`config.mk`:
```
export PLATFORM = sky130hd
export DESIGN_NAME = epc_terminal_ctrl
export DESIGN_NICKNAME = d
export VERILOG_FILES = /design/src/core/epc_pkg.sv /design/src/core/epc_rsp_collect.sv /design/src/core/epc_block_src.sv /design/src/core/epc_terminal_ctrl.sv
export SDC_FILE = /design/constraint.sdc
export NUM_CORES = 1
export LEC_CHECK = 0
export BUFFER_PORTS_ARGS = -buffer_cell sky130_fd_sc_hd__buf_2
export CAP_MARGIN = 20
export CORE_AREA = 5 5 254 256
export CTS_BUF_LIST = sky130_fd_sc_hd__clkbuf_16
export DETAILED_ROUTE_END_ITERATION = 6
export DIE_AREA = 0 0 259 261
export SLEW_MARGIN = 20
export SYNTH_ARGS = -nofsm -noshare
export SYNTH_HDL_FRONTEND = slang
export SYNTH_SLANG_ARGS = --single-unit
```
`constraint.sdc`:
```
create_clock -name clk -period 11.37 [get_ports clk]
set_input_delay 2.274 -clock clk [delete_from_list [all_inputs] [get_ports clk]]
set_output_delay 2.274 -clock clk [all_outputs]
set_load 0.02 [all_outputs]
```
`src/core/epc_pkg.sv`:
```
// shared constants and types for the enciphered pin / cryptogram terminal controller
// assumes byte-wide command and response links to the card and rsa engine, and a 64-bit block link to the tdes engine
package epc_pkg;
  localparam logic [7:0] HDR_BYTE = 8'h7F;
  localparam int PIN_BLOCK_BYTES = 8;
  localparam int CHAL_BYTES = 8;
  localparam int PAD_OVERHEAD = 17;
  localparam int SW_BYTES = 2;
  localparam int TAIL_BYTES = 10;
  localparam int CRYPTO_BYTES = 8;
  localparam logic [15:0] SW_OK = 16'h9000;
  localparam logic [11:0] SW_RETRY_HI = 12'h63C;
  localparam logic [15:0] TAG_PE_CERT = 16'h9F2D;
  localparam logic [15:0] TAG_PE_EXP = 16'h9F2E;
  localparam logic [15:0] TAG_PE_REM = 16'h9F2F;
  localparam logic [7:0] CLA_PLAIN = 8'h00;
  localparam logic [7:0] CLA_PROP = 8'h80;
  localparam logic [7:0] INS_CHALLENGE = 8'h84;
  localparam logic [7:0] INS_VERIFY = 8'h20;
  localparam logic [7:0] INS_GENERATE = 8'hAE;
  localparam logic [7:0] P1_ZERO = 8'h00;
  localparam logic [7:0] P1_GEN_REQ = 8'h40;
  localparam logic [7:0] P2_ENC_PIN = 8'h88;
  localparam logic [7:0] HDR_LEN = 8'h05;
  localparam logic [7:0] CHAL_LEN = 8'h08;
  localparam logic [7:0] GEN_DATA_LEN = 8'h1D;
  localparam int GEN_DATA_BYTES = 29;
  localparam logic [7:0] MIN_MOD_LEN = 8'h11;
  localparam logic [1:0] KEY_PIN_ENC = 2'h1;
  localparam logic [1:0] KEY_DYN_AUTH = 2'h2;
  localparam logic [1:0] KEY_NONE = 2'h0;

  typedef enum logic [3:0] {
    S_IDLE, S_CH_CMD, S_CH_RSP, S_VF_HDR, S_VF_FWD, S_VF_RSP,
    S_GEN_CMD, S_GEN_RSP, S_ARC_RUN
  } epc_state_t;
endpackage

```
`src/core/epc_rsp_collect.sv`:
```
// response collector: counts bytes of one card response and keeps its last ten bytes
// assumes rspValid is a one-cycle strobe per byte and rspLast marks the final status byte
`timescale 1ns/100ps
`default_nettype none
module epc_rsp_collect (
  input wire logic clk,
  input wire logic reset_n,
  input wire logic clear,
  input wire logic rspValid,
  input wire logic [7:0] rspByte,
  input wire logic rspLast,
  output logic done,
  output logic [7:0] count,
  output logic [79:0] tail
);
  typedef struct packed {
    logic done;
    logic [7:0] count;
    logic [79:0] tail;
  } epc_coll_t;

  epc_coll_t s_q, s_d;

  always_comb begin
    s_d = s_q;
    s_d.done = 1'b0;
    if (clear) begin
      s_d.count = 8'h00;
      s_d.tail = '0;
    end
    // a byte in the clear cycle opens the new response, cards may answer at once
    if (rspValid) begin
      // saturate so a runaway response cannot wrap into a legal length
      if (s_d.count != 8'hFF) s_d.count = s_d.count + 8'h01;
      s_d.tail = {s_d.tail[71:0], rspByte};
      s_d.done = rspLast;
    end
  end

  always_ff @(posedge clk) begin
    if (!reset_n) s_q <= '0;
    else s_q <= s_d;
  end

  assign done = s_q.done;
  assign count = s_q.count;
  assign tail = s_q.tail;
endmodule
`default_nettype wire

```
`src/core/epc_block_src.sv`:
```
// plaintext block source feeding the secure encipherment engine byte by byte
// assumes the engine takes a byte when inReady is high with inValid, and rng bytes are fresh
`timescale 1ns/100ps
`default_nettype none
module epc_block_src (
  input wire logic clk,
  input wire logic reset_n,
  input wire logic start,
  input wire logic [7:0] modLen,
  input wire logic [63:0] pinBlock,
  input wire logic [63:0] challenge,
  input wire logic rngValid,
  input wire logic [7:0] rngByte,
  output logic rngTake,
  output logic inValid,
  output logic [7:0] inByte,
  output logic inLast,
  input wire logic inReady
);
  typedef struct packed {
    logic busy;
    logic [7:0] idx;
    logic valid;
    logic [7:0] data;
    logic last;
    logic take;
  } epc_blk_t;

  localparam logic [7:0] PIN_END = 8'(1 + epc_pkg::PIN_BLOCK_BYTES);
  localparam logic [7:0] CHAL_END = 8'(1 + epc_pkg::PIN_BLOCK_BYTES + epc_pkg::CHAL_BYTES);

  epc_blk_t s_q, s_d;

  function automatic logic [7:0] pick(input logic [63:0] v, input logic [7:0] i);
    pick = v[8'(63) - {i[2:0], 3'b000} -: 8];
  endfunction

  always_comb begin
    s_d = s_q;
    s_d.take = 1'b0;
    if (start) begin
      s_d.busy = 1'b1;
      s_d.idx = 8'h00;
      s_d.valid = 1'b0;
    end else if (s_q.valid) begin
      if (inReady) begin
        s_d.valid = 1'b0;
        s_d.busy = !s_q.last;
      end
    end else if (s_q.busy) begin
      // header, pin block, challenge, then modLen-17 pad bytes
      s_d.last = (s_q.idx == modLen - 8'h01);
      if (s_q.idx == 8'h00) begin
        s_d.data = epc_pkg::HDR_BYTE;
        s_d.valid = 1'b1;
      end else if (s_q.idx < PIN_END) begin
        s_d.data = pick(pinBlock, s_q.idx - 8'h01);
        s_d.valid = 1'b1;
      end else if (s_q.idx < CHAL_END) begin
        s_d.data = pick(challenge, s_q.idx - PIN_END);
        s_d.valid = 1'b1;
      end else if (rngValid) begin
        s_d.data = rngByte;
        s_d.valid = 1'b1;
        s_d.take = 1'b1;
      end
      if (s_d.valid) s_d.idx = s_q.idx + 8'h01;
    end
  end

  always_ff @(posedge clk) begin
    if (!reset_n) s_q <= '0;
    else s_q <= s_d;
  end

  assign rngTake = s_q.take;
  assign inValid = s_q.valid;
  assign inByte = s_q.data;
  assign inLast = s_q.last;
endmodule
`default_nettype wire

```
`src/core/epc_terminal_ctrl.sv`:
```
// terminal-side controller: enciphered pin exchange and cryptogram handling with a card
// assumes byte links to the card and an external secure rsa engine, and a 64-bit block link to a triple-des engine
// Behaviour
// - use pin key if its objects all present, else auth key, else fail
// - pin key objects carry tags 9F2D, 9F2E, 9F2F; remainder optional
// - fetch challenge; anything but 8 bytes with 9000 fails the method
// - random pad length is modulus bytes minus 17
// - block is 7F header, pin block, challenge, pad, in that order
// - send the enciphered block in a verify command
// - failure answers 63Cx; a retry restarts from pin entry
// - padding and encipherment happen in a secure component; here epc_block_src adds the pad, only encipherment is in the engine
// - cryptogram input is terminal data from the command plus card data
// - terminal sends amounts, codes, results, date, type, number
// - response cryptogram is triple-des of request cryptogram and code
// - pad code with six zero bytes, xor with request cryptogram, encrypt
`timescale 1ns/100ps
`default_nettype none
module epc_terminal_ctrl (
  input wire logic clk,
  input wire logic reset_n,
  input wire logic pinStart,
  input wire logic [63:0] pinBlock,
  input wire logic peCertSeen,
  input wire logic peExpSeen,
  input wire logic peRemNeeded,
  input wire logic peRemSeen,
  input wire logic [7:0] peModLen,
  input wire logic dynKeySeen,
  input wire logic [7:0] dynModLen,
  output logic pinDone,
  output logic pinPass,
  output logic [3:0] triesLeft,
  output logic [1:0] keySel,
  input wire logic genStart,
  input wire logic [231:0] genData,
  output logic genDone,
  output logic genOk,
  output logic [63:0] requestCryptogram,
  input wire logic arcStart,
  input wire logic [15:0] responseCode,
  output logic arcDone,
  output logic [63:0] responseCryptogram,
  output logic cmdValid,
  output logic [7:0] cmdByte,
  output logic cmdLast,
  input wire logic cmdReady,
  input wire logic rspValid,
  input wire logic [7:0] rspByte,
  input wire logic rspLast,
  input wire logic rngValid,
  input wire logic [7:0] rngByte,
  output logic rngTake,
  output logic rsaInValid,
  output logic [7:0] rsaInByte,
  output logic rsaInLast,
  input wire logic rsaInReady,
  input wire logic rsaOutValid,
  input wire logic [7:0] rsaOutByte,
  input wire logic rsaOutLast,
  output logic rsaOutReady,
  output logic tdesValid,
  output logic [63:0] tdesBlock,
  input wire logic tdesDone,
  input wire logic [63:0] tdesResult
);
  typedef struct packed {
    epc_pkg::epc_state_t st;
    logic [7:0] idx;
    logic cmdValid;
    logic [7:0] cmdByte;
    logic cmdLast;
    logic rsaOutReady;
    logic [1:0] keySel;
    logic [7:0] modLen;
    logic [63:0] challenge;
    logic pinDone;
    logic pinPass;
    logic [3:0] triesLeft;
    logic genDone;
    logic genOk;
    logic [63:0] reqCrypto;
    logic arcDone;
    logic [63:0] rspCrypto;
    logic tdesValid;
    logic [63:0] tdesBlock;
    logic blkStart;
    logic collClr;
  } epc_ctrl_t;

  localparam logic [7:0] GEN_LAST = 8'(4 + epc_pkg::GEN_DATA_BYTES);
  localparam logic [7:0] CHAL_RSP_LEN = 8'(epc_pkg::CHAL_BYTES + epc_pkg::SW_BYTES);
  localparam logic [7:0] GEN_RSP_MIN = 8'(epc_pkg::CRYPTO_BYTES + epc_pkg::SW_BYTES);

  epc_ctrl_t s_q, s_d;
  logic collDone;
  logic [7:0] collCount;
  logic [79:0] collTail;
  logic [15:0] sw;
  logic peKeyReady;

  // five-byte command header shared by all three commands
  function automatic logic [7:0] hdrByte(input logic [7:0] cla, input logic [7:0] ins,
                                         input logic [7:0] p1, input logic [7:0] p2,
                                         input logic [7:0] len, input logic [7:0] i);
    case (i)
      8'h00: hdrByte = cla;
      8'h01: hdrByte = ins;
      8'h02: hdrByte = p1;
      8'h03: hdrByte = p2;
      default: hdrByte = len;
    endcase
  endfunction

  epc_rsp_collect u_coll (
    .clk(clk),
    .reset_n(reset_n),
    .clear(s_q.collClr),
    .rspValid(rspValid),
    .rspByte(rspByte),
    .rspLast(rspLast),
    .done(collDone),
    .count(collCount),
    .tail(collTail)
  );

  // kept outside the card link: the pad is added here from rng bytes, only encipherment is in the secure engine
  epc_block_src u_blk (
    .clk(clk),
    .reset_n(reset_n),
    .start(s_q.blkStart),
    .modLen(s_q.modLen),
    .pinBlock(pinBlock),
    .challenge(s_q.challenge),
    .rngValid(rngValid),
    .rngByte(rngByte),
    .rngTake(rngTake),
    .inValid(rsaInValid),
    .inByte(rsaInByte),
    .inLast(rsaInLast),
    .inReady(rsaInReady)
  );

  assign sw = collTail[15:0];
  // remainder object only matters when the key overflows its certificate
  assign peKeyReady = peCertSeen && peExpSeen && (!peRemNeeded || peRemSeen);

  always_comb begin
    s_d = s_q;
    s_d.pinDone = 1'b0;
    s_d.genDone = 1'b0;
    s_d.arcDone = 1'b0;
    s_d.blkStart = 1'b0;
    s_d.collClr = 1'b0;
    s_d.rsaOutReady = 1'b0;
    case (s_q.st)
      epc_pkg::S_IDLE: begin
        s_d.idx = 8'h00;
        if (pinStart) begin
          s_d.pinPass = 1'b0;
          // key choice with fallback, too-short modulus cannot hold the block
          if (peKeyReady && peModLen >= epc_pkg::MIN_MOD_LEN) begin
            s_d.keySel = epc_pkg::KEY_PIN_ENC;
            s_d.modLen = peModLen;
            s_d.st = epc_pkg::S_CH_CMD;
          end else if (dynKeySeen && dynModLen >= epc_pkg::MIN_MOD_LEN) begin
            s_d.keySel = epc_pkg::KEY_DYN_AUTH;
            s_d.modLen = dynModLen;
            s_d.st = epc_pkg::S_CH_CMD;
          end else begin
            s_d.keySel = epc_pkg::KEY_NONE;
            s_d.pinDone = 1'b1;
          end
        end else if (genStart) begin
          s_d.st = epc_pkg::S_GEN_CMD;
        end else if (arcStart) begin
          // code padded with six zero bytes then xored with request cryptogram
          s_d.tdesBlock = {responseCode, 48'h0} ^ s_q.reqCrypto;
          s_d.tdesValid = 1'b1;
          s_d.st = epc_pkg::S_ARC_RUN;
        end
      end
      epc_pkg::S_CH_CMD: begin
        if (!s_q.cmdValid) begin
          // challenge request for eight bytes
          s_d.cmdByte = hdrByte(epc_pkg::CLA_PLAIN, epc_pkg::INS_CHALLENGE, epc_pkg::P1_ZERO,
                                epc_pkg::P1_ZERO, epc_pkg::CHAL_LEN, s_q.idx);
          s_d.cmdLast = (s_q.idx == epc_pkg::HDR_LEN - 8'h01);
          s_d.cmdValid = 1'b1;
        end else if (cmdReady) begin
          s_d.cmdValid = 1'b0;
          s_d.idx = s_q.idx + 8'h01;
          if (s_q.cmdLast) begin
            s_d.collClr = 1'b1;
            s_d.st = epc_pkg::S_CH_RSP;
          end
        end
      end
      epc_pkg::S_CH_RSP: begin
        s_d.idx = 8'h00;
        if (collDone) begin
          // exact length and success status or the method fails
          if (collCount == CHAL_RSP_LEN && sw == epc_pkg::SW_OK) begin
            s_d.challenge = collTail[79:16];
            s_d.blkStart = 1'b1;
            s_d.st = epc_pkg::S_VF_HDR;
          end else begin
            s_d.pinDone = 1'b1;
            s_d.st = epc_pkg::S_IDLE;
          end
        end
      end
      epc_pkg::S_VF_HDR: begin
        if (!s_q.cmdValid) begin
          // verify header, length equals modulus size
          s_d.cmdByte = hdrByte(epc_pkg::CLA_PLAIN, epc_pkg::INS_VERIFY, epc_pkg::P1_ZERO,
                                epc_pkg::P2_ENC_PIN, s_q.modLen, s_q.idx);
          s_d.cmdLast = 1'b0;
          s_d.cmdValid = 1'b1;
        end else if (cmdReady) begin
          s_d.cmdValid = 1'b0;
          s_d.idx = s_q.idx + 8'h01;
          if (s_q.idx == epc_pkg::HDR_LEN - 8'h01) s_d.st = epc_pkg::S_VF_FWD;
        end
      end
      epc_pkg::S_VF_FWD: begin
        // enciphered bytes pass straight to the card; card stalls the engine
        if (!s_q.cmdValid) begin
          if (rsaOutValid && !s_q.rsaOutReady) begin
            s_d.cmdByte = rsaOutByte;
            s_d.cmdLast = rsaOutLast;
            s_d.cmdValid = 1'b1;
            s_d.rsaOutReady = 1'b1;
          end
        end else if (cmdReady) begin
          s_d.cmdValid = 1'b0;
          if (s_q.cmdLast) begin
            s_d.collClr = 1'b1;
            s_d.st = epc_pkg::S_VF_RSP;
          end
        end
      end
      epc_pkg::S_VF_RSP: begin
        if (collDone) begin
          s_d.pinDone = 1'b1;
          s_d.st = epc_pkg::S_IDLE;
          // pass only on a clean success status from the card
          s_d.pinPass = (collCount == 8'(epc_pkg::SW_BYTES) && sw == epc_pkg::SW_OK);
          // retry count from 63Cx; a new attempt needs a fresh pinStart
          if (sw[15:4] == epc_pkg::SW_RETRY_HI) s_d.triesLeft = sw[3:0];
        end
      end
      epc_pkg::S_GEN_CMD: begin
        if (!s_q.cmdValid) begin
          // terminal items streamed after the header, card adds its own
          if (s_q.idx < epc_pkg::HDR_LEN)
            s_d.cmdByte = hdrByte(epc_pkg::CLA_PROP, epc_pkg::INS_GENERATE, epc_pkg::P1_GEN_REQ,
                                  epc_pkg::P1_ZERO, epc_pkg::GEN_DATA_LEN, s_q.idx);
          else
            s_d.cmdByte = genData[8'(231) - {s_q.idx - epc_pkg::HDR_LEN, 3'b000} -: 8];
          s_d.cmdLast = (s_q.idx == GEN_LAST);
          s_d.cmdValid = 1'b1;
        end else if (cmdReady) begin
          s_d.cmdValid = 1'b0;
          s_d.idx = s_q.idx + 8'h01;
          if (s_q.cmdLast) begin
            s_d.collClr = 1'b1;
            s_d.st = epc_pkg::S_GEN_RSP;
          end
        end
      end
      epc_pkg::S_GEN_RSP: begin
        s_d.idx = 8'h00;
        if (collDone) begin
          // last eight data bytes before status are the request cryptogram
          s_d.genOk = (collCount >= GEN_RSP_MIN && sw == epc_pkg::SW_OK);
          if (s_d.genOk) s_d.reqCrypto = collTail[79:16];
          s_d.genDone = 1'b1;
          s_d.st = epc_pkg::S_IDLE;
        end
      end
      epc_pkg::S_ARC_RUN: begin
        // triple-des under the session key held by the engine
        if (tdesDone) begin
          s_d.tdesValid = 1'b0;
          s_d.rspCrypto = tdesResult;
          s_d.arcDone = 1'b1;
          s_d.st = epc_pkg::S_IDLE;
        end
      end
      default: begin
        s_d.st = epc_pkg::S_IDLE;
      end
    endcase
  end

  always_ff @(posedge clk) begin
    if (!reset_n) s_q <= '0;
    else s_q <= s_d;
  end

  assign pinDone = s_q.pinDone;
  assign pinPass = s_q.pinPass;
  assign triesLeft = s_q.triesLeft;
  assign keySel = s_q.keySel;
  assign genDone = s_q.genDone;
  assign genOk = s_q.genOk;
  assign requestCryptogram = s_q.reqCrypto;
  assign arcDone = s_q.arcDone;
  assign responseCryptogram = s_q.rspCrypto;
  assign cmdValid = s_q.cmdValid;
  assign cmdByte = s_q.cmdByte;
  assign cmdLast = s_q.cmdLast;
  assign rsaOutReady = s_q.rsaOutReady;
  assign tdesValid = s_q.tdesValid;
  assign tdesBlock = s_q.tdesBlock;
endmodule
`default_nettype wire

```
### Word-level counts from Yosys, hierarchy flattened

Cells that the tools add are included.
W data, S select, Z words.

| storage, ports and cells | value |
|---|---|
| register bits after elaboration | 410 |
| output and inout port bits | 226 |
| word-level logic and storage cells | 239 |

| operators by class | value |
|---|---|
| add/subtract/negate cells | 10 |
| magnitude comparators | 6 |
| eq/ne operators | 47 |
| shift operators | 3 |
| muxes and demuxes | 81 |
| bitwise operators | 8 |
| reduce and logical (&&, ||, !) cells | 53 |

Operators with widths:

| cell | number |
|---|---|
| $shiftx A239 B12 Y8 | 1 |
| $mux W65 | 3 |
| $mux W88 | 2 |
| $shiftx A71 B9 Y8 | 2 |
| $mux W66 | 2 |
| $mux W9 | 10 |
| $mux W64 | 1 |
| $pmux W8 S4 | 2 |
| $xor A64 B64 Y64 | 1 |
| $mux W4 | 15 |
| $ne A2 B2 Y1 const B | 22 |
| $mux W8 | 5 |
| $pmux W10 S4 | 1 |
| $mux W13 | 3 |
| $mux W12 | 3 |
| $pmux W4 S8 | 1 |
| $mux W10 | 3 |
| $add A8 B1 Y8 const B | 3 |
| $eq A8 B2 Y1 const B | 3 |
| $pmux W8 S3 | 1 |
| $reduce_and A3 Y1 | 8 |
| $mux W1 | 19 |
| $mux W19 | 1 |
| $reduce_and A17 Y1 | 1 |
| 47 further kinds | 95 |

### Depth between registers and ports, before layout

Gate-level depths: netlist (run 1).

| logic depth | value |
|---|---|
| depth after elaboration | 13 |
| depth in mapped cells | 16 |
| mapped depth without buffers | 10 |

### By module

Synthesis (run 1) repeated with hierarchy kept, for this count alone.

| second synthesis, totals | value |
|---|---|
| cell total of the unflattened synthesis | 2433 |
| area, all modules | 21104.0 µm² |

By module, submodules not included:

| module | times used | cells each | area each (µm²) | sequential area each (µm²) |
|---|---|---|---|---|
| epc_terminal_ctrl | 1 | 1872 | 15364.7 | 6025.8 |
| epc_rsp_collect | 1 | 317 | 3283.1 | 1781.7 |
| epc_block_src | 1 | 244 | 2456.1 | 400.4 |

### Worst setup path before layout (run 1)

No wires, ideal clock.

| timing path | value |
|---|---|
| path kind | input -> register |
| start point | input port dynModLen[3] |
| end point | register s_q[298] in the netlist's numbering |
| arrival time | 3813 ps |
| data required time | 11284 ps |
| slack | 7472 ps |
| stages on the path | 7 |
| path through | o41a_1 -> o41ai_1 -> inv_1 -> or3_1 -> nand2_1 -> a221oi_1 -> a211oi_1 |

| on the way | value |
|---|---|
| cells in the longest elaborated chain, start to end | 4 |

RTL lines:

| element | line | source |
|---|---|---|
| start: declaration | epc_terminal_ctrl.sv:29 | `input wire logic [7:0] dynModLen,` |
| $ge A8 B5 Y1 | epc_terminal_ctrl.sv:165 | `end else if (dynKeySeen && dynModLen >= epc_pkg::MIN_MOD_LEN) begin` |
| $logic_and A1 B1 Y1 | epc_terminal_ctrl.sv:165 |  |
| $ne A4 B4 Y1 (no line) | -- |  |
| $reduce_and A17 Y1 (no line) | -- |  |
| end signal: assignment | epc_terminal_ctrl.sv:297 | `if (!reset_n) s_q <= '0;` |
| end signal: assignment | epc_terminal_ctrl.sv:298 | `else s_q <= s_d;` |
| end: declaration | epc_terminal_ctrl.sv:94 | `epc_ctrl_t s_q, s_d;` |

No other way between the ends.
A chain may end at the register's enable or synchronous reset.

### Worst setup path in the final report (run 1)

| timing path | value |
|---|---|
| start point | register s_q[289] in the netlist's numbering |
| end point | register s_q (netlist bit cmdByte[2]) |

| on the way | value |
|---|---|
| cells in the longest elaborated chain, start to end | 6 |
| elaborated cells on any way between the ends | 18 |
| those cells by class | add/sub (2); order compare (1); eq/ne (3); shift (1); mux (8); reduce/logical (3) |

RTL lines:

| element | line | source |
|---|---|---|
| $sub A8 B3 Y8 | epc_terminal_ctrl.sv:259 | `s_d.cmdByte = genData[8'(231) - {s_q.idx - epc_pkg::HDR_LEN, 3'b000} -: 8];` |
| $sub A8 B11 Y11 | epc_terminal_ctrl.sv:259 |  |
| $shiftx A239 B12 Y8 | epc_terminal_ctrl.sv:259 |  |
| $mux W8 | epc_terminal_ctrl.sv:255 | `if (s_q.idx < epc_pkg::HDR_LEN)` |
| $mux W9 | epc_terminal_ctrl.sv:253 | `if (!s_q.cmdValid) begin` |
| $pmux W10 S4 (*) | epc_terminal_ctrl.sv:155 | `case (s_q.st)` |

Mark *: on every way between the ends. The rest lies on a longest branch, timed or not. The select of a mux whose other input is x is not followed.

==> results of run 1 <==
-- path summary, 6_finish.rpt --
kind | end | cells after the start | slack (ns) | startpoint
setup / recovery | cmdByte[2]$_SDFFE_PN0P_ | 12 | 6.96 | s_q[289]$_SDFFE_PN0P_
hold / removal | responseCryptogram[1]$_SDFFE_PN0P_ | 2 | 0.45 | responseCryptogram[1]$_SDFFE_PN0P_
setup reg to reg | cmdByte[2]$_SDFFE_PN0P_ | 12 | 6.96 | s_q[289]$_SDFFE_PN0P_
hold reg to reg | responseCryptogram[1]$_SDFFE_PN0P_ | 2 | 0.45 | responseCryptogram[1]$_SDFFE_PN0P_
-- tightest hold or removal path: cells and delay by family, from the launching register on --
kind / cells / cell delay [ns]
compound gates: 1 / 0.05
flops: 1 / 0.30
simple gates: 1 / 0.05
-- sequential cells by signal (all words and copies together), names as in the netlist, 2 cells and up --
name	cells
tdesBlock	64
triesLeft	4
s_q	86
responseCryptogram	64
u_coll.count	8
u_coll.tail	80
cmdByte	8
u_blk.s_q	9
keySel	2
u_blk.inByte	8
requestCryptogram	64
-- cell usage in the layout, fill, tap and decap left out, types with 11 or more instances in the layout --
| cell type | instances |
|---|---|
| buf_2 | 659 |
| nand3_1 | 27 |
| xor2_1 | 19 |
| o21ai_0 | 42 |
| a21oi_1 | 285 |
| dfxtp_1 | 408 |
| a22o_1 | 80 |
| clkinv_1 | 11 |
| and3_1 | 11 |
| nor2_1 | 106 |
| mux4_2 | 94 |
| xnor2_1 | 33 |
| clkbuf_16 | 48 |
| inv_1 | 21 |
| mux2i_1 | 53 |
| buf_4 | 20 |
| nand2_1 | 530 |
| nand2b_1 | 12 |
| a211oi_1 | 17 |
| nor3_1 | 15 |
| a211oi_2 | 14 |
| nor2b_1 | 11 |
-- logic make-up after synthesis --
logic type	count (synthesis)	share of synthesized area, %
xor+xnor	55	2.47
simple gates	777	16.2
mux	151	13.3
buf+inv	388	11.5
fa+ha+maj	11	0.680
compound gates	492	15.3
flops	410	40.5
-- metrics by stage --
stage / area [um^2] / utilization [%]
after detailed placement: 22600 / 36.3
after global placement: 22600 / 36.3
final: 24100 / 38.7
after global routing: 24100 / 38.7
after CTS: 24100 / 38.7
after floorplan: 20300 / -
-- layer usage --
metal	vias up	track usage, %	wire length (um)
li1	8441	-	-
met1	8264	25.4	30400
met2	631	31.8	32300
met3	96	5.17	5460
met4	8	5.46	1630
met5	-	0	55
-- final cells by class --
cell class	count	area share, %
clock buffer	48	4.98
inverter	17	0.296
tap	846	4.39
multi-input combinational	1486	40.6
timing repair buffer	679	14.3
sequential	410	34.0
antenna	8	0.0830
clock inverter	38	1.34
-- power groups by stage --
stage                     logic, mW  registers, mW  clock network, mW
after floorplan               0.896           1.55                  0
after global placement         1.17           1.58                  0
after detailed placement       1.17           1.58                  0
after CTS                      1.17           1.55               1.55
after global routing           1.26           1.55               1.61
final                          1.16           1.55               1.50
==> impl_summary.log, run 1 <==
[metrics] per-cell via count in the routed design: 4.94
[metrics] TritonCTS buffer count: 47
[metrics] share of the clock period used by the worst path after layout: 38.8%
[metrics] RSZ-0062 raised after global routing: no
[metrics] count of TritonRoute iterations in the first routing pass: 5
[metrics] clock tree from TritonCTS: done
[metrics] Post-route DRC: 0
[metrics] Sequential Area: 8210 um^2
[metrics] Die W: around 260 um
[metrics] fmax: 0.227 GHz
[metrics] Syn. warnings: 0
[metrics] clock slew seen by the registers of the worst setup and hold paths: 0.06 ns
[metrics] # H-tree levels: 2
[metrics] Power Dens Cells: 174 nW/um^2
[metrics] antenna violations before repair: 15
[metrics] share of flip-flops with an asynchronous set or reset after synthesis: 0%
[metrics] critical-path cell list: buf_4, inv_1, ha_4, nand2_1, and3b_1, a211oi_1, xnor2_2, buf_4, mux4_2, nor2_1, nor4_1, o31a_1
[metrics] Fin Hold WS: between 0.4 and 0.5 ns
[metrics] dominant cell type by area after synthesis: dfxtp_1
[metrics] class of the tightest hold or removal check: reg2reg
[metrics] net count after synthesis: 2729
[metrics] most common cell in the synthesized netlist: nand2_1
[metrics] overall fraction of global-route tracks in use: 19.4%
[metrics] number of enable-type register cells in the synthesized netlist: 0
[metrics] most frequent cell on the critical path: buf_4
[metrics] logic gate share of total power: 27.6%
[metrics] Main synth FF type: dfxtp_1
[metrics] nature of the critical path startpoint: register
[metrics] Clk Tree Root Cell: clkbuf_16
[metrics] Post-Synthesis Cell Area: 20300 um^2
[metrics] number of slew-limit violations in the final report: 0
[metrics] proportion of layout cells with a drive suffix above 1: 33.3%
[metrics] Routed Wire Length: 69900 um
[metrics] total of fill cells in the finished design: 6512
[metrics] sequential cell area fraction in the yosys report: 40.5%
[metrics] post-route minimum period: 4.41 ns
[metrics] Worst Path Max Fanout: 73
[metrics] type of destination of the critical path: register
[metrics] Antenna Nets Post-Route: 0
[metrics] setup bufs post-CTS: 0
[metrics] Setup WS pre-CTS: approximately 6.8 ns
[metrics] family with the most delay on the worst path: buffers and inverters
[metrics] sw frac: 31.8%
[metrics] top post-synthesis cells by count: nand2_1 (531), dfxtp_1 (410), a21oi_1 (285)
[metrics] Final Net Count: 3086
[metrics] chip height: about 260 um
[metrics] final instance count without filler cells: 3532
[metrics] headroom to the max-slew limit: 27.0%
[metrics] setup_tns: 0 ns
[metrics] type of the worst setup path: reg2reg
[metrics] register share of total power: 36.8%
[metrics] global-route wire length before repair: 103000 um
[metrics] worst stage delay on the critical path: approximately 0.73 ns
[metrics] Tightest Pin Transition: 1.10 ns
[metrics] cell total after placement: between 3000 and 4000
[metrics] final setup slack of the worst path: a little under 7 ns
[metrics] Seq cells post-synth: 410
[metrics] Initial Utilization: 32.5%
[metrics] placeable core region: 62300 um^2
[metrics] combined buffer and inverter count along the critical path: 3
[metrics] Iter 0 DRT Violations: between 1000 and 1500
[metrics] global route total overflow: 0
[metrics] maximum number of pins on one net before global-route repair: about 120
[metrics] area of the die: 67600 um^2
[metrics] Worst EP required: 11.88 ns
[metrics] library cells used by synthesis: 76
[metrics] IO buf count: roughly 660
[metrics] maximum clock skew at final layout: 0.0285 ns
[metrics] Rows: 92
[metrics] synthesis-to-layout area growth: 19.1%
[metrics] Avg Synthesized Cell Area: 8.87 um^2
[metrics] IO Count: 660
[metrics] drt wl/cell: 19.8 um
[metrics] final estimated routing congestion in global placement: 0.954
[metrics] internal power component: 2.87 mW
[metrics] max-cap violation count: 0
[metrics] dominant cells by area after synthesis: dfxtp_1 (41%), mux4_2 (10%), nand2_1 (9.8%), buf_4 (8.2%), a21oi_1 (7.0%)
[metrics] number of cells produced by synthesis: 2284
[metrics] clk sink count: 410
[metrics] area used by multi-input combinational logic: 9790 um^2
[metrics] switching power of the nets: 1.34 mW
[metrics] number of hold buffers added after CTS: 0
[metrics] area share of the largest cell type after synthesis: 40.5%
[metrics] arrival time worst endpoint: 4.92 ns
[metrics] leak pwr: 9.85 nW
[metrics] final setup violation count: 0
[metrics] total via count in the routed design: 17400
[metrics] part of the total power dissipated in the clock network: 35.6%
[metrics] overall power after layout: approximately 4.2 mW
[metrics] half-perimeter wire length after placement: 52400 um
[metrics] latest clock arrival within the worst-skew pair: about 0.6 ns
[metrics] outcome: finished, final reports clean
[metrics] hold violation count in the final report: 0
[metrics] master of the slowest instance on the critical path: nor4_1
[metrics] maximum buffer depth of the clock tree: 3
[metrics] via count of the first global-routing pass: 17100
[metrics] Max rail drop VDD: 0.000122 V
[metrics] post-CTS sizing: 0
(Power assumes the default switching activity.)
==> run 2, diff against run 1 <==
Clock period 11.37 ns to 3.8 ns, I/O delays scaled along.
==> impl_summary.log, run 2 (synthesized netlist as in run 1, its figures left out) <==
[metrics] cell depth of the worst hold path: 2 (unchanged)
[metrics] worst stage delay on the critical path: 0.51 ns (-0.22 ns)
[metrics] chip height: 261 um (unchanged)
[metrics] family with the most delay on the worst path: multiplexers
[metrics] Hold Path End: u_coll.tail[2]$_SDFF_PN0_
[metrics] type of the worst setup path: reg2reg
[metrics] overall power after layout: 12.4 mW (+200%)
[metrics] share of the clock period used by the worst path after layout: 86.9% (+48 points)
[metrics] final instance count without filler cells: 3551 (+0.54%)
[metrics] Tightest Pin Transition: 0.912 ns (-0.184 ns)
[metrics] total of fill cells in the finished design: 6424 (-1.4%)
[metrics] commonest non-fill, non-tap cells in the layout: buf_2 (659), nand2_1 (530), dfxtp_1 (408)
[metrics] post-route minimum period: 3.30 ns (-1.11 ns)
[metrics] worst reg-to-reg setup slack: 0.50 ns (-6.46 ns)
[metrics] final estimated routing congestion in global placement: 0.980 (+2.7%)
[metrics] class of the tightest hold or removal check: in2reg
[metrics] via count of the first global-routing pass: 17200 (+0.67%)
[metrics] number of hold buffers added after CTS: 0 (unchanged)
[metrics] half-perimeter wire length after placement: 54700 um (+4.5%)
[metrics] antenna violations before repair: 12 (-3)
[metrics] IO buf count: 659 (unchanged)
[metrics] Worst Path Max Fanout: 13 (-82%)
[metrics] global-route wire length before repair: 105000 um (+1.5%)
[metrics] final setup violation count: 0 (unchanged)
[metrics] most frequent cell on the critical path: o21ai_0
[metrics] cell total after placement: 3462 (+0.70%)
[metrics] number of slew-limit violations in the final report: 0 (unchanged)
[metrics] critical-path cell list: inv_1, ha_1, nor2b_1, o21ai_0, nand2_1, xnor2_4, buf_4, mux4_2, mux2i_1, o21ai_0
[metrics] max-cap violation count: 0 (unchanged)
[metrics] combined buffer and inverter count along the critical path: 2 (-1)
[metrics] fmax: 0.303 GHz (+34%)
[metrics] maximum number of pins on one net before global-route repair: 109 (-11%)
[metrics] IO Count: 660 (unchanged)
[metrics] headroom to the max-slew limit: 39.0% (+12 points)
[metrics] Worst EP required: 4.24 ns (-7.64 ns)
[metrics] endpoint of the worst-slack reg-to-reg timing path: cmdByte[4]$_SDFFE_PN0P_
[metrics] global route total overflow: 0 (unchanged)
[metrics] Post-route DRC: 0 (unchanged)
[metrics] type of destination of the critical path: register
[metrics] Worst setup startpoint: s_q[290]$_SDFFE_PN0P_
[metrics] proportion of layout cells with a drive suffix above 1: 33.7% (+0.32 points)
[metrics] Clk Tree Root Cell: clkbuf_16
[metrics] clock slew seen by the registers of the worst setup and hold paths: 0.06 ns (about the same)
[metrics] Largest register FFs: 86 (unchanged)
[metrics] per-cell via count in the routed design: 4.96 (+0.46%)
[metrics] outcome: finished, final reports clean
[metrics] Worst Reg-to-Reg Cells: 10 (-2)
[metrics] master of the slowest instance on the critical path: mux4_2
[metrics] maximum buffer depth of the clock tree: 3 (unchanged)
[metrics] TritonCTS buffer count: 46 (-2.1%)
[metrics] clock tree from TritonCTS: done
[metrics] setup_tns: 0 ns (unchanged)
[metrics] Max rail drop VDD: 0.000668 V (+450%)
[metrics] total non-filler cell area in the finished layout: 24300 um^2 (+0.67%)
[metrics] Final Net Count: 3109 (+0.75%)
[metrics] Fin Hold WS: 0.392 ns (-0.0592 ns)
[metrics] setup bufs post-CTS: 0 (unchanged)
[metrics] leak pwr: 9.96 nW (+1.2%)
[metrics] RSZ-0062 raised after global routing: no
[metrics] clk sink count: 410 (unchanged)
[metrics] cell area after placement: 22800 um^2 (+1.2%)
[metrics] synthesis-to-layout area growth: 19.9%
[metrics] Iter 0 DRT Violations: 1205 (+3.3%)
[metrics] Antenna Nets Post-Route: 0 (unchanged)
[metrics] area of the die: 67600 um^2 (unchanged)
[metrics] # H-tree levels: 2 (unchanged)
[metrics] Die W: 259 um (unchanged)
[metrics] largest register by flop count: s_q
[metrics] placeable core region: 62300 um^2 (unchanged)
[metrics] source of the worst hold timing path: rspByte[2]
[metrics] drt wl/cell: 20.1 um (+1.3%)
[metrics] count of TritonRoute iterations in the first routing pass: 5 (unchanged)
[metrics] Rows: 92 (unchanged)
[metrics] latest clock arrival within the worst-skew pair: 0.58 ns (about the same)
[metrics] overall fraction of global-route tracks in use: 19.8% (+0.39 points)
[metrics] Routed Wire Length: 71200 um (+1.9%)
[metrics] nature of the critical path startpoint: register
[metrics] hold violation count in the final report: 0 (unchanged)
[metrics] total via count in the routed design: 17600 (+1.0%)
[metrics] Initial Utilization: 32.5% (unchanged)
[metrics] most frequent standard cell in the layout excluding fill and tap cells: buf_2
[metrics] origin of the critical flop-to-flop path: s_q[290]$_SDFFE_PN0P_
[metrics] arrival time worst endpoint: 3.74 ns (-1.18 ns)
[metrics] post-CTS sizing: 0 (unchanged)
[metrics] Power Dens Cells: 511 nW/um^2 (+190%)
[metrics] maximum clock skew at final layout: 0.0252 ns (-0.00334 ns)
[run 2: worst max-delay path by stage]
| stage | to | slack (ns) | cells past startpoint |
|---|---|---|---|
| after floorplan | cmdByte[7]$_SDFFE_PN0P_ | 0.001 | 13 |
| after global routing | cmdByte[4]$_SDFFE_PN0P_ | 0.29 | 10 |
| after CTS | cmdByte[4]$_SDFFE_PN0P_ | 0.50 | 10 |
| after global placement | cmdByte[1]$_SDFFE_PN0P_ | 0.66 | 10 |
| after detailed placement | cmdByte[4]$_SDFFE_PN0P_ | 0.51 | 10 |
| final | cmdByte[4]$_SDFFE_PN0P_ | 0.50 | 10 |
[run 2: metal layers]
metal | wire [um] | track usage [%] | vias to the layer above | part of all wire [%]
met5 | 114 | 0.926 | - | 0.16
met4 | 1310 | 4.59 | 6 | 1.8
met3 | 5240 | 5.26 | 92 | 7.4
met2 | 33400 | 32.9 | 630 | 47
met1 | 31200 | 25.9 | 8397 | 44
li1 | - | - | 8490 | -
[run 2: area by class of cell]
cell class	instances	area, um^2	area share, %
clock inverters	35	268	1.10
flip-flops and latches	410	8210	33.8
well taps	846	1060	4.36
inverters	17	71.3	0.294
clock buffers	46	1150	4.74
multi-input cells	1486	9790	40.3
diodes	8	20.0	0.0824
repair buffers	703	3720	15.3
[run 2: power breakdown]
| part | switching (mW) | total (mW) | internal, mW |
|---|---|---|---|
| clock | 1.82 | 4.22 | 2.41 |
| sequential | 0.171 | 4.63 | 4.46 |
| combinational | 1.95 | 3.56 | 1.61 |
[run 2: stage by stage]
| step | utilization, % | worst slack (ns) |
|---|---|---|
| floorplan | - | 0.00139 |
| CTS | 39.0 | 0.500 |
| global route | 39.0 | 0.286 |
| detailed placement | 36.7 | 0.512 |
| finish | 39.0 | 0.499 |
| global placement | 36.7 | 0.655 |
